$ cat config.mk
export PLATFORM = sky130hd
export DESIGN_NAME = injseq_top
export DESIGN_NICKNAME = d
export VERILOG_FILES = /design/src/rtl/injseq_top.v
export VERILOG_INCLUDE_DIRS = /design/src /design/src/pkg
export SDC_FILE = /design/constraint.sdc
export NUM_CORES = 1
export LEC_CHECK = 0
export BUFFER_PORTS_ARGS = -buffer_cell sky130_fd_sc_hd__buf_2
export CAP_MARGIN = 10
export CORE_AREA = 2 2 177 179
export DETAILED_ROUTE_END_ITERATION = 16
export DIE_AREA = 0 0 179 181
export HOLD_SLACK_MARGIN = 0.12
export PLACE_DENSITY = 0.52
export SLEW_MARGIN = 25
export SYNTH_ARGS = -nofsm -noshare
export SYNTH_HDL_FRONTEND = slang
export SYNTH_SLANG_ARGS = --single-unit
$ cat constraint.sdc
create_clock -name CLK_SYS -period 7.83 [get_ports CLK_SYS]
set_input_delay 0.783 -clock CLK_SYS [delete_from_list [all_inputs] [get_ports CLK_SYS]]
set_output_delay 0.783 -clock CLK_SYS [all_outputs]
set_load 0.05 [all_outputs]
$ cat src/pkg/injseq_consts.vh
// Constants for the solenoid injector current sequencer.
`ifndef INJSEQ_CONSTS_VH
`define INJSEQ_CONSTS_VH
// =============================================================
// Register offsets (word addresses on the plain register port)
`define REG_CTRL 4'h0
`define REG_BOOST_DUR 4'h1
`define REG_PEAK_DUR 4'h2
`define REG_ERET_DUR 4'h3
`define REG_PEAK_TGT 4'h4
`define REG_HOLD_TGT 4'h5
`define REG_STATUS 4'h6
`define REG_MASK 4'h7
`define REG_PHASE 4'h8
// =============================================================
// Field positions
`define CTRL_ENABLE 0
`define ST_SHORT 0
`define ST_BOOST_DRV 1
`define ST_BATT_DRV 2
`define ST_OPEN0 3
`define ST_PULSE_END 6
`define ST_WIDTH 7
// =============================================================
// Reset values
`define RST_BOOST_DUR 16'h0000
`define RST_PEAK_DUR 16'h0000
`define RST_ERET_DUR 16'h0000
`define RST_TGT 12'h000
// =============================================================
// Timing
`define CLK_MHZ 50
`define OPEN_LOAD_MA 2000
`define RESTART_US 50
`define RESTART_CYC (`RESTART_US * `CLK_MHZ)
`endif

$ cat src/rtl/injseq_top.v
// Three-channel solenoid injector current sequencer with fault handling.
//
// The register offsets and the address-and-strobe port were chosen for this implementation.
`timescale 1ns/10ps
`default_nettype none
`include "injseq_consts.vh"
// =============================================================
module injseq_top
(
  input wire CLK_SYS,
  input wire RST,
  input wire [3:0] ADDR,
  input wire [31:0] WDATA,
  input wire WR,
  input wire RD,
  output reg [31:0] RDATA,
  output wire IRQ,
  input wire [2:0] CMD,
  input wire [11:0] CURRENT_MA_DIV8,
  input wire SHORT_HIGH,
  input wire SHORT_LOW,
  input wire DRIVER_SHORT,
  output reg [2:0] CHAN_SEL,
  output reg BOOST_DRIVE,
  output reg BATT_DRIVE,
  output reg ENERGY_RETURN,
  output wire CRIT_FAULT,
  output wire [2:0] OPEN_LOAD
);

  localparam S_IDLE = 3'd0;
  localparam S_BOOST = 3'd1;
  localparam S_BPEAK = 3'd2;
  localparam S_HOLD = 3'd3;
  localparam S_RET = 3'd4;
  localparam [11:0] OPEN_TH = `OPEN_LOAD_MA / 8;
  localparam [11:0] RESTART_N = `RESTART_CYC;

  reg enable_r;
  reg [15:0] boost_dur_r;
  reg [15:0] peak_dur_r;
  reg [15:0] eret_dur_r;
  reg [11:0] peak_tgt_r;
  reg [11:0] hold_tgt_r;
  reg [`ST_WIDTH-1:0] status_r;
  reg [`ST_WIDTH-1:0] mask_r;
  reg [2:0] phase_r;
  reg [2:0] phase_nxt;
  reg [1:0] chan_r;
  reg [15:0] tmr_r;
  reg [11:0] wait_r;
  reg waiting_r;
  reg over_open_r;
  reg [`ST_WIDTH-1:0] ev;
  wire critical;
  wire [11:0] thresh;
  wire [2:0] req_mask;

  // Fixed priority pick among waiting commands.
  function [1:0] pick;
    input [2:0] r;
    begin
      if (r[0])
        pick = 2'd0;
      else if (r[1])
        pick = 2'd1;
      else
        pick = 2'd2;
    end
  endfunction

  assign critical = status_r[`ST_SHORT] | status_r[`ST_BOOST_DRV]
    | status_r[`ST_BATT_DRV];
  assign CRIT_FAULT = critical;
  assign OPEN_LOAD = status_r[`ST_OPEN0+2:`ST_OPEN0];
  assign IRQ = |(status_r & mask_r);
  assign thresh = (phase_r == S_HOLD) ? hold_tgt_r : peak_tgt_r;
  assign req_mask = CMD & {3{enable_r & ~critical}};

  // =============================================================
  // Phase sequencer
  always @*
  begin
    phase_nxt = phase_r;
    ev = {`ST_WIDTH{1'b0}};
    case (phase_r)
      S_IDLE:
        if (|req_mask)
          phase_nxt = S_BOOST;
      S_BOOST:
        if (tmr_r + 16'd1 >= boost_dur_r || CURRENT_MA_DIV8 >= peak_tgt_r)
        begin
          // Low terminal grounded looks the same as an open coil.
          if (!over_open_r && CURRENT_MA_DIV8 <= OPEN_TH)
          begin
            ev[`ST_OPEN0 + chan_r] = 1'b1;
            phase_nxt = (eret_dur_r == 16'h0000) ? S_IDLE : S_RET;
          end
          else
            phase_nxt = S_BPEAK;
        end
      S_BPEAK:
        if (!CMD[chan_r])
          phase_nxt = (eret_dur_r == 16'h0000) ? S_IDLE : S_RET;
        else if (tmr_r + 16'd1 >= peak_dur_r)
          phase_nxt = S_HOLD;
      S_HOLD:
        if (!CMD[chan_r])
          phase_nxt = (eret_dur_r == 16'h0000) ? S_IDLE : S_RET;
      S_RET:
        if (tmr_r + 16'd1 >= eret_dur_r)
          phase_nxt = S_IDLE;
      default:
        phase_nxt = S_IDLE;
    endcase
    if (SHORT_HIGH | SHORT_LOW)
      ev[`ST_SHORT] = 1'b1;
    if (DRIVER_SHORT && phase_r == S_BOOST)
      ev[`ST_BOOST_DRV] = 1'b1;
    if (DRIVER_SHORT && (phase_r == S_BPEAK || phase_r == S_HOLD))
      ev[`ST_BATT_DRV] = 1'b1;
    if (phase_r != S_IDLE && phase_nxt == S_IDLE)
      ev[`ST_PULSE_END] = 1'b1;
    if (critical || ev[2:0] != 3'b000)
      phase_nxt = S_IDLE;
  end

  always @(posedge CLK_SYS or posedge RST)
  begin
    if (RST)
    begin
      phase_r <= S_IDLE;
      chan_r <= 2'd0;
      tmr_r <= 16'h0000;
      wait_r <= 12'h000;
      waiting_r <= 1'b0;
      over_open_r <= 1'b0;
      CHAN_SEL <= 3'b000;
      BOOST_DRIVE <= 1'b0;
      BATT_DRIVE <= 1'b0;
      ENERGY_RETURN <= 1'b0;
    end
    else
    begin
      phase_r <= phase_nxt;
      if (phase_nxt != phase_r)
        tmr_r <= (phase_nxt == S_BPEAK) ? tmr_r + 16'd1 : 16'h0000;
      else
        tmr_r <= tmr_r + 16'd1;
      if (phase_r == S_IDLE && phase_nxt == S_BOOST)
        chan_r <= pick(req_mask);
      if (phase_r == S_IDLE)
        over_open_r <= 1'b0;
      else if (CURRENT_MA_DIV8 > OPEN_TH)
        over_open_r <= 1'b1;
      // Battery drive: off at threshold, back on 50 us after falling below.
      if (phase_nxt == S_BPEAK || phase_nxt == S_HOLD)
      begin
        if (CURRENT_MA_DIV8 >= thresh)
        begin
          BATT_DRIVE <= 1'b0;
          waiting_r <= 1'b0;
        end
        else if (!BATT_DRIVE && !waiting_r)
        begin
          waiting_r <= 1'b1;
          wait_r <= 12'h000;
        end
        else if (waiting_r)
        begin
          wait_r <= wait_r + 12'd1;
          if (wait_r + 12'd1 >= RESTART_N)
          begin
            BATT_DRIVE <= 1'b1;
            waiting_r <= 1'b0;
          end
        end
      end
      else
      begin
        BATT_DRIVE <= 1'b0;
        waiting_r <= 1'b0;
      end
      BOOST_DRIVE <= (phase_nxt == S_BOOST);
      ENERGY_RETURN <= (phase_nxt == S_RET);
      if (phase_nxt == S_IDLE)
        CHAN_SEL <= 3'b000;
      else if (phase_r == S_IDLE)
        CHAN_SEL <= 3'b001 << pick(req_mask);
    end
  end

  // =============================================================
  // Register port
  always @(posedge CLK_SYS or posedge RST)
  begin
    if (RST)
    begin
      enable_r <= 1'b0;
      boost_dur_r <= `RST_BOOST_DUR;
      peak_dur_r <= `RST_PEAK_DUR;
      eret_dur_r <= `RST_ERET_DUR;
      peak_tgt_r <= `RST_TGT;
      hold_tgt_r <= `RST_TGT;
      mask_r <= {`ST_WIDTH{1'b0}};
      status_r <= {`ST_WIDTH{1'b0}};
      RDATA <= 32'h00000000;
    end
    else
    begin
      if (WR)
      begin
        if (ADDR == `REG_CTRL)
          enable_r <= WDATA[`CTRL_ENABLE];
        else if (ADDR == `REG_BOOST_DUR)
          boost_dur_r <= WDATA[15:0];
        else if (ADDR == `REG_PEAK_DUR)
          peak_dur_r <= WDATA[15:0];
        else if (ADDR == `REG_ERET_DUR)
          eret_dur_r <= WDATA[15:0];
        else if (ADDR == `REG_PEAK_TGT)
          peak_tgt_r <= WDATA[11:0];
        else if (ADDR == `REG_HOLD_TGT)
          hold_tgt_r <= WDATA[11:0];
        else if (ADDR == `REG_MASK)
          mask_r <= WDATA[`ST_WIDTH-1:0];
      end
      // Write one clears; a same-cycle event wins over the clear.
      status_r <= (status_r & ~((WR && ADDR == `REG_STATUS) ?
        WDATA[`ST_WIDTH-1:0] : {`ST_WIDTH{1'b0}})) | ev;
      // A clean pass through boost clears that channel's open flag.
      if (phase_r == S_BOOST && phase_nxt == S_BPEAK)
        status_r[`ST_OPEN0 + chan_r] <= 1'b0;
      RDATA <= 32'h00000000;
      if (RD)
      begin
        if (ADDR == `REG_CTRL)
          RDATA <= {31'h00000000, enable_r};
        else if (ADDR == `REG_BOOST_DUR)
          RDATA <= {16'h0000, boost_dur_r};
        else if (ADDR == `REG_PEAK_DUR)
          RDATA <= {16'h0000, peak_dur_r};
        else if (ADDR == `REG_ERET_DUR)
          RDATA <= {16'h0000, eret_dur_r};
        else if (ADDR == `REG_PEAK_TGT)
          RDATA <= {20'h00000, peak_tgt_r};
        else if (ADDR == `REG_HOLD_TGT)
          RDATA <= {20'h00000, hold_tgt_r};
        else if (ADDR == `REG_STATUS)
          RDATA <= {25'h0000000, status_r};
        else if (ADDR == `REG_MASK)
          RDATA <= {25'h0000000, mask_r};
        else if (ADDR == `REG_PHASE)
          RDATA <= {27'h0000000, chan_r, phase_r};
      end
    end
  end

endmodule
`default_nettype wire
==> results.json <==
{
  "critPathMaxFanout": 15,
  "clockRootBuffer": "clkbuf_16",
  "numCtsBuffers": 17,
  "hold_buffers": 0,
  "routed_via_density": 5.13,
  "outcome": "complete, no violations",
  "overflow": 0,
  "synth_mux_area_frac": 0.119,
  "synthArstFlopShare": 1.00,
  "netlist_instances": 901,
  "final_area_mm2": 0.0103,
  "synth-simple-area-share": 0.134,
  "first_global_vias": 6886,
  "tightest_slew_ns": 0.838,
  "rsz0062_at_grt": "no",
  "start_util": 0.298,
  "finClkSkew_ns": 0.0110,
  "die_area_mm2": 0.0324,
  "synth_area_mm2": 0.00904,
  "drc": 0,
  "grt_max_degree": 85,
  "crit_slowest_cell": "dfrtp_1",
  "clkSinkCount": 144,
  "finalSetupViolations": 0,
  "nFillCells": 3131,
  "diodes": 0,
  "cap_violations": 0,
  "required_ns": 8.12,
  "worst_ep_arrival_time_ns": 5.01,
  "synth.distinct_cells": 72,
  "worst_slack_ns": 3.10,
  "p_leak_uw": 0.00489,
  "rr_worst_depth": 16,
  "utilization": 0.341,
  "num_rows": 64,
  "clockBufferDepth": 2,
  "synth.area.top_cells": "dfrtp_1 40%, ha_1 11%, mux2_2 10%, nand2_1 3.5%, inv_1 3.2%",
  "final_max_slew_viol_count": 0,
  "area_delta_synth_final_pct": 14.4,
  "grt_pass1_wl_um": 39300,
  "routedWlPerCell_um": 18.1,
  "worst-setup-path-type": "reg -> reg",
  "end_kind": "flop",
  "synth_ff_type": "dfrtp_1",
  "max_freq_ghz": 0.212,
  "synth_top_area_share": 0.399,
  "ys_ff_latch": 144,
  "h-tree-depth": 4,
  "cts_tree": "built",
  "drive_gt1_frac": 0.225,
  "max-vdd-ir-drop_mv": 0.140,
  "synth-edff-count": 0,
  "p_per_area_mw_per_mm2": 223,
  "rrSetupSlack_ns": 3.10,
  "track_usage": 0.159,
  "min_period_ns": 4.73,
  "syn_area_per_cell_um2": 10.0,
  "die_w_um": 179,
  "p_clk_frac": 0.352,
  "dp_hpwl_um": 18700,
  "antenna_found_initial": 0,
  "r2r_start": "tmr_r[0]$_DFF_PP0_",
  "core_mm2": 0.0303,
  "timing.final.crit_share": 0.604,
  "cts-resized-gates": 0,
  "vias": 7041,
  "power_frac_seq": 0.418,
  "ant_nets": 0,
  "netlist.top_cell.by_area": "dfrtp_1",
  "die_y_um": 181,
  "hold_violations": 0,
  "synth_top_family_by_area": "compound AO/OA/AOI/OAI gates",
  "hold_class": "in -> async",
  "synth-seq-area-share": 0.399,
  "drtIter0Drc": 426,
  "r2r_end": "wait_r[9]$_DFFE_PP0P_",
  "power.switching_uw": 732,
  "crit_path_start_kind": "flop",
  "clk_pin_slew_ns": 0.07,
  "clkLatencyLatePin_ns": 0.42,
  "layout.nets": 1101,
  "cts_setup_buffers": 0,
  "wl_um": 24900,
  "crit_chain": "ha_1, nand3_1, nor2_1, nand3_1, nor2_1, xor2_1, ha_1, nand4_1, nand2b_1, a2111oi_2, nor3_2, a211o_1, a221oi_2, buf_4, a21boi_1, o21ai_0",
  "firstDrtPassIters": 5,
  "p_int_uw": 1570,
  "p_comb_frac": 0.229,
  "io_buffers": 68,
  "fin_tns_setup_ns": 0,
  "slowest_delay_ns": 0.52,
  "finalPower_uw": 2310,
  "switching_share": 0.318,
  "globalplace.congestion": 0.876,
  "synth_compound_area_frac": 0.156,
  "slew_headroom": 0.427,
  "dp_slack_ns": 2.83,
  "placement.cell_area_mm2": 0.00974,
  "synthAdderAreaFrac": 0.109,
  "io_pins": 101,
  "ys.warnings.count": 0,
  "synth-xor-area-share": 0.0202
}
[synthesized netlist by cell type, types with 10 or more instances]
cell and number:
dfrtp_1 144, nand2_1 84, mux2_2 83, ha_1 79, inv_1 78, a21oi_1 40
nand3_1 37, nor2_1 35, o21ai_0 29, clkbuf_1 23, a22oi_1 21, buf_4 19
nor3_1 15, xnor2_1 15, nand4_1 14, a31oi_1 13, and3_1 13, mux2i_1 13
nor2b_1 10, o31ai_2 10
[flip-flops by register name, summed over array words and instances (netlist names)]
register and count:
over_open_r 1, boost_dur_r 16, CHAN_SEL 3, BOOST_DRIVE 1, hold_tgt_r 12, RDATA 16
peak_tgt_r 12, waiting_r 1, mask_r 7, eret_dur_r 16, enable_r 1, tmr_r 16
phase_r 3, ENERGY_RETURN 1, wait_r 12, peak_dur_r 16, BATT_DRIVE 1, chan_r 2
status_r 7
[worst max-delay path: cells and delay by family (launching register included)]
family	cells	cell delay (ns)
simple gates	7	1.14
compound gates	5	1.75
buf+inv	1	0.25
xor+xnor	1	0.45
flops	1	0.52
fa+ha+maj	2	0.49
[area by class of cell]
type                       instances  area, um^2  share of cell area
tap                              396         495              0.0479
inverter                          80         305              0.0295
sequential                       144        3600               0.348
timing repair buffer              76         400              0.0387
clock buffer                      19         453              0.0438
multi-input combinational        645        4950               0.478
clock inverter                    13         136              0.0132
[routing by layer]
| metal | vias to the layer above | share of wire | routed length [um] | track usage |
|---|---|---|---|---|
| met2 | 186 | 0.44 | 11000 | 0.234 |
| li1 | 3374 | - | - | - |
| met4 | 0 | 0.016 | 386 | 0.0455 |
| met1 | 3454 | 0.49 | 12200 | 0.235 |
| met5 | - | 0 | 0 | 0 |
| met3 | 27 | 0.051 | 1270 | 0.0284 |
[logic make-up after synthesis]
kind of cell,Yosys count
multiplexers,97
buffers and inverters,127
other,1
flip-flops,144
AND/OR/NAND/NOR,244
XOR/XNOR,20
AO/OA/AOI/OAI,189
adder cells (fa/ha/maj),79
[cell usage in the layout, fill, tap and decap left out, types with 14 or more instances in the layout]
| cell | Yosys | routed |
|---|---|---|
| nand2_1 | 84 | 84 |
| buf_2 | 2 | 68 |
| xnor2_1 | 15 | 15 |
| a22oi_1 | 21 | 21 |
| nor3_1 | 15 | 15 |
| nand3_1 | 37 | 37 |
| o21ai_0 | 29 | 29 |
| clkbuf_16 | 0 | 17 |
| dfrtp_1 | 144 | 144 |
| conb_1 | 1 | 16 |
| nor2_1 | 35 | 35 |
| mux2_2 | 83 | 83 |
| inv_1 | 78 | 77 |
| a21oi_1 | 40 | 40 |
| nand4_1 | 14 | 14 |
| ha_1 | 79 | 79 |
[worst max path at each step]
| stage | startpoint | to | slack, ns |
|---|---|---|---|
| after floorplan | RST | BATT_DRIVE$_DFFE_PP0P_ | 3.18 |
| after global placement | tmr_r[0]$_DFF_PP0_ | tmr_r[0]$_DFF_PP0_ | 2.84 |
| after detailed placement | tmr_r[0]$_DFF_PP0_ | tmr_r[0]$_DFF_PP0_ | 2.83 |
| after CTS | tmr_r[0]$_DFF_PP0_ | tmr_r[0]$_DFF_PP0_ | 2.81 |
| after global routing | tmr_r[0]$_DFF_PP0_ | wait_r[11]$_DFFE_PP0P_ | 2.58 |
| final | tmr_r[0]$_DFF_PP0_ | wait_r[9]$_DFFE_PP0P_ | 3.10 |
[stage by stage]
stage / instances / hold slack, ns
final: 1373 / 0.503
after global routing: 1373 / 0.544
after CTS: 1373 / 0.524
after detailed placement: 1341 / 0.515
after global placement: 1341 / 0.515
after floorplan: 916 / 0.494
[power groups by stage]
stage / Combinational (uW) / Clock, uW / Sequential (uW)
after global routing: 607 / 859 / 983
after detailed placement: 527 / 0 / 978
after global placement: 516 / 0 / 975
after floorplan: 391 / 0 / 956
after CTS: 532 / 830 / 965
final: 529 / 812 / 965
Power figures use the tool's default switching activity.
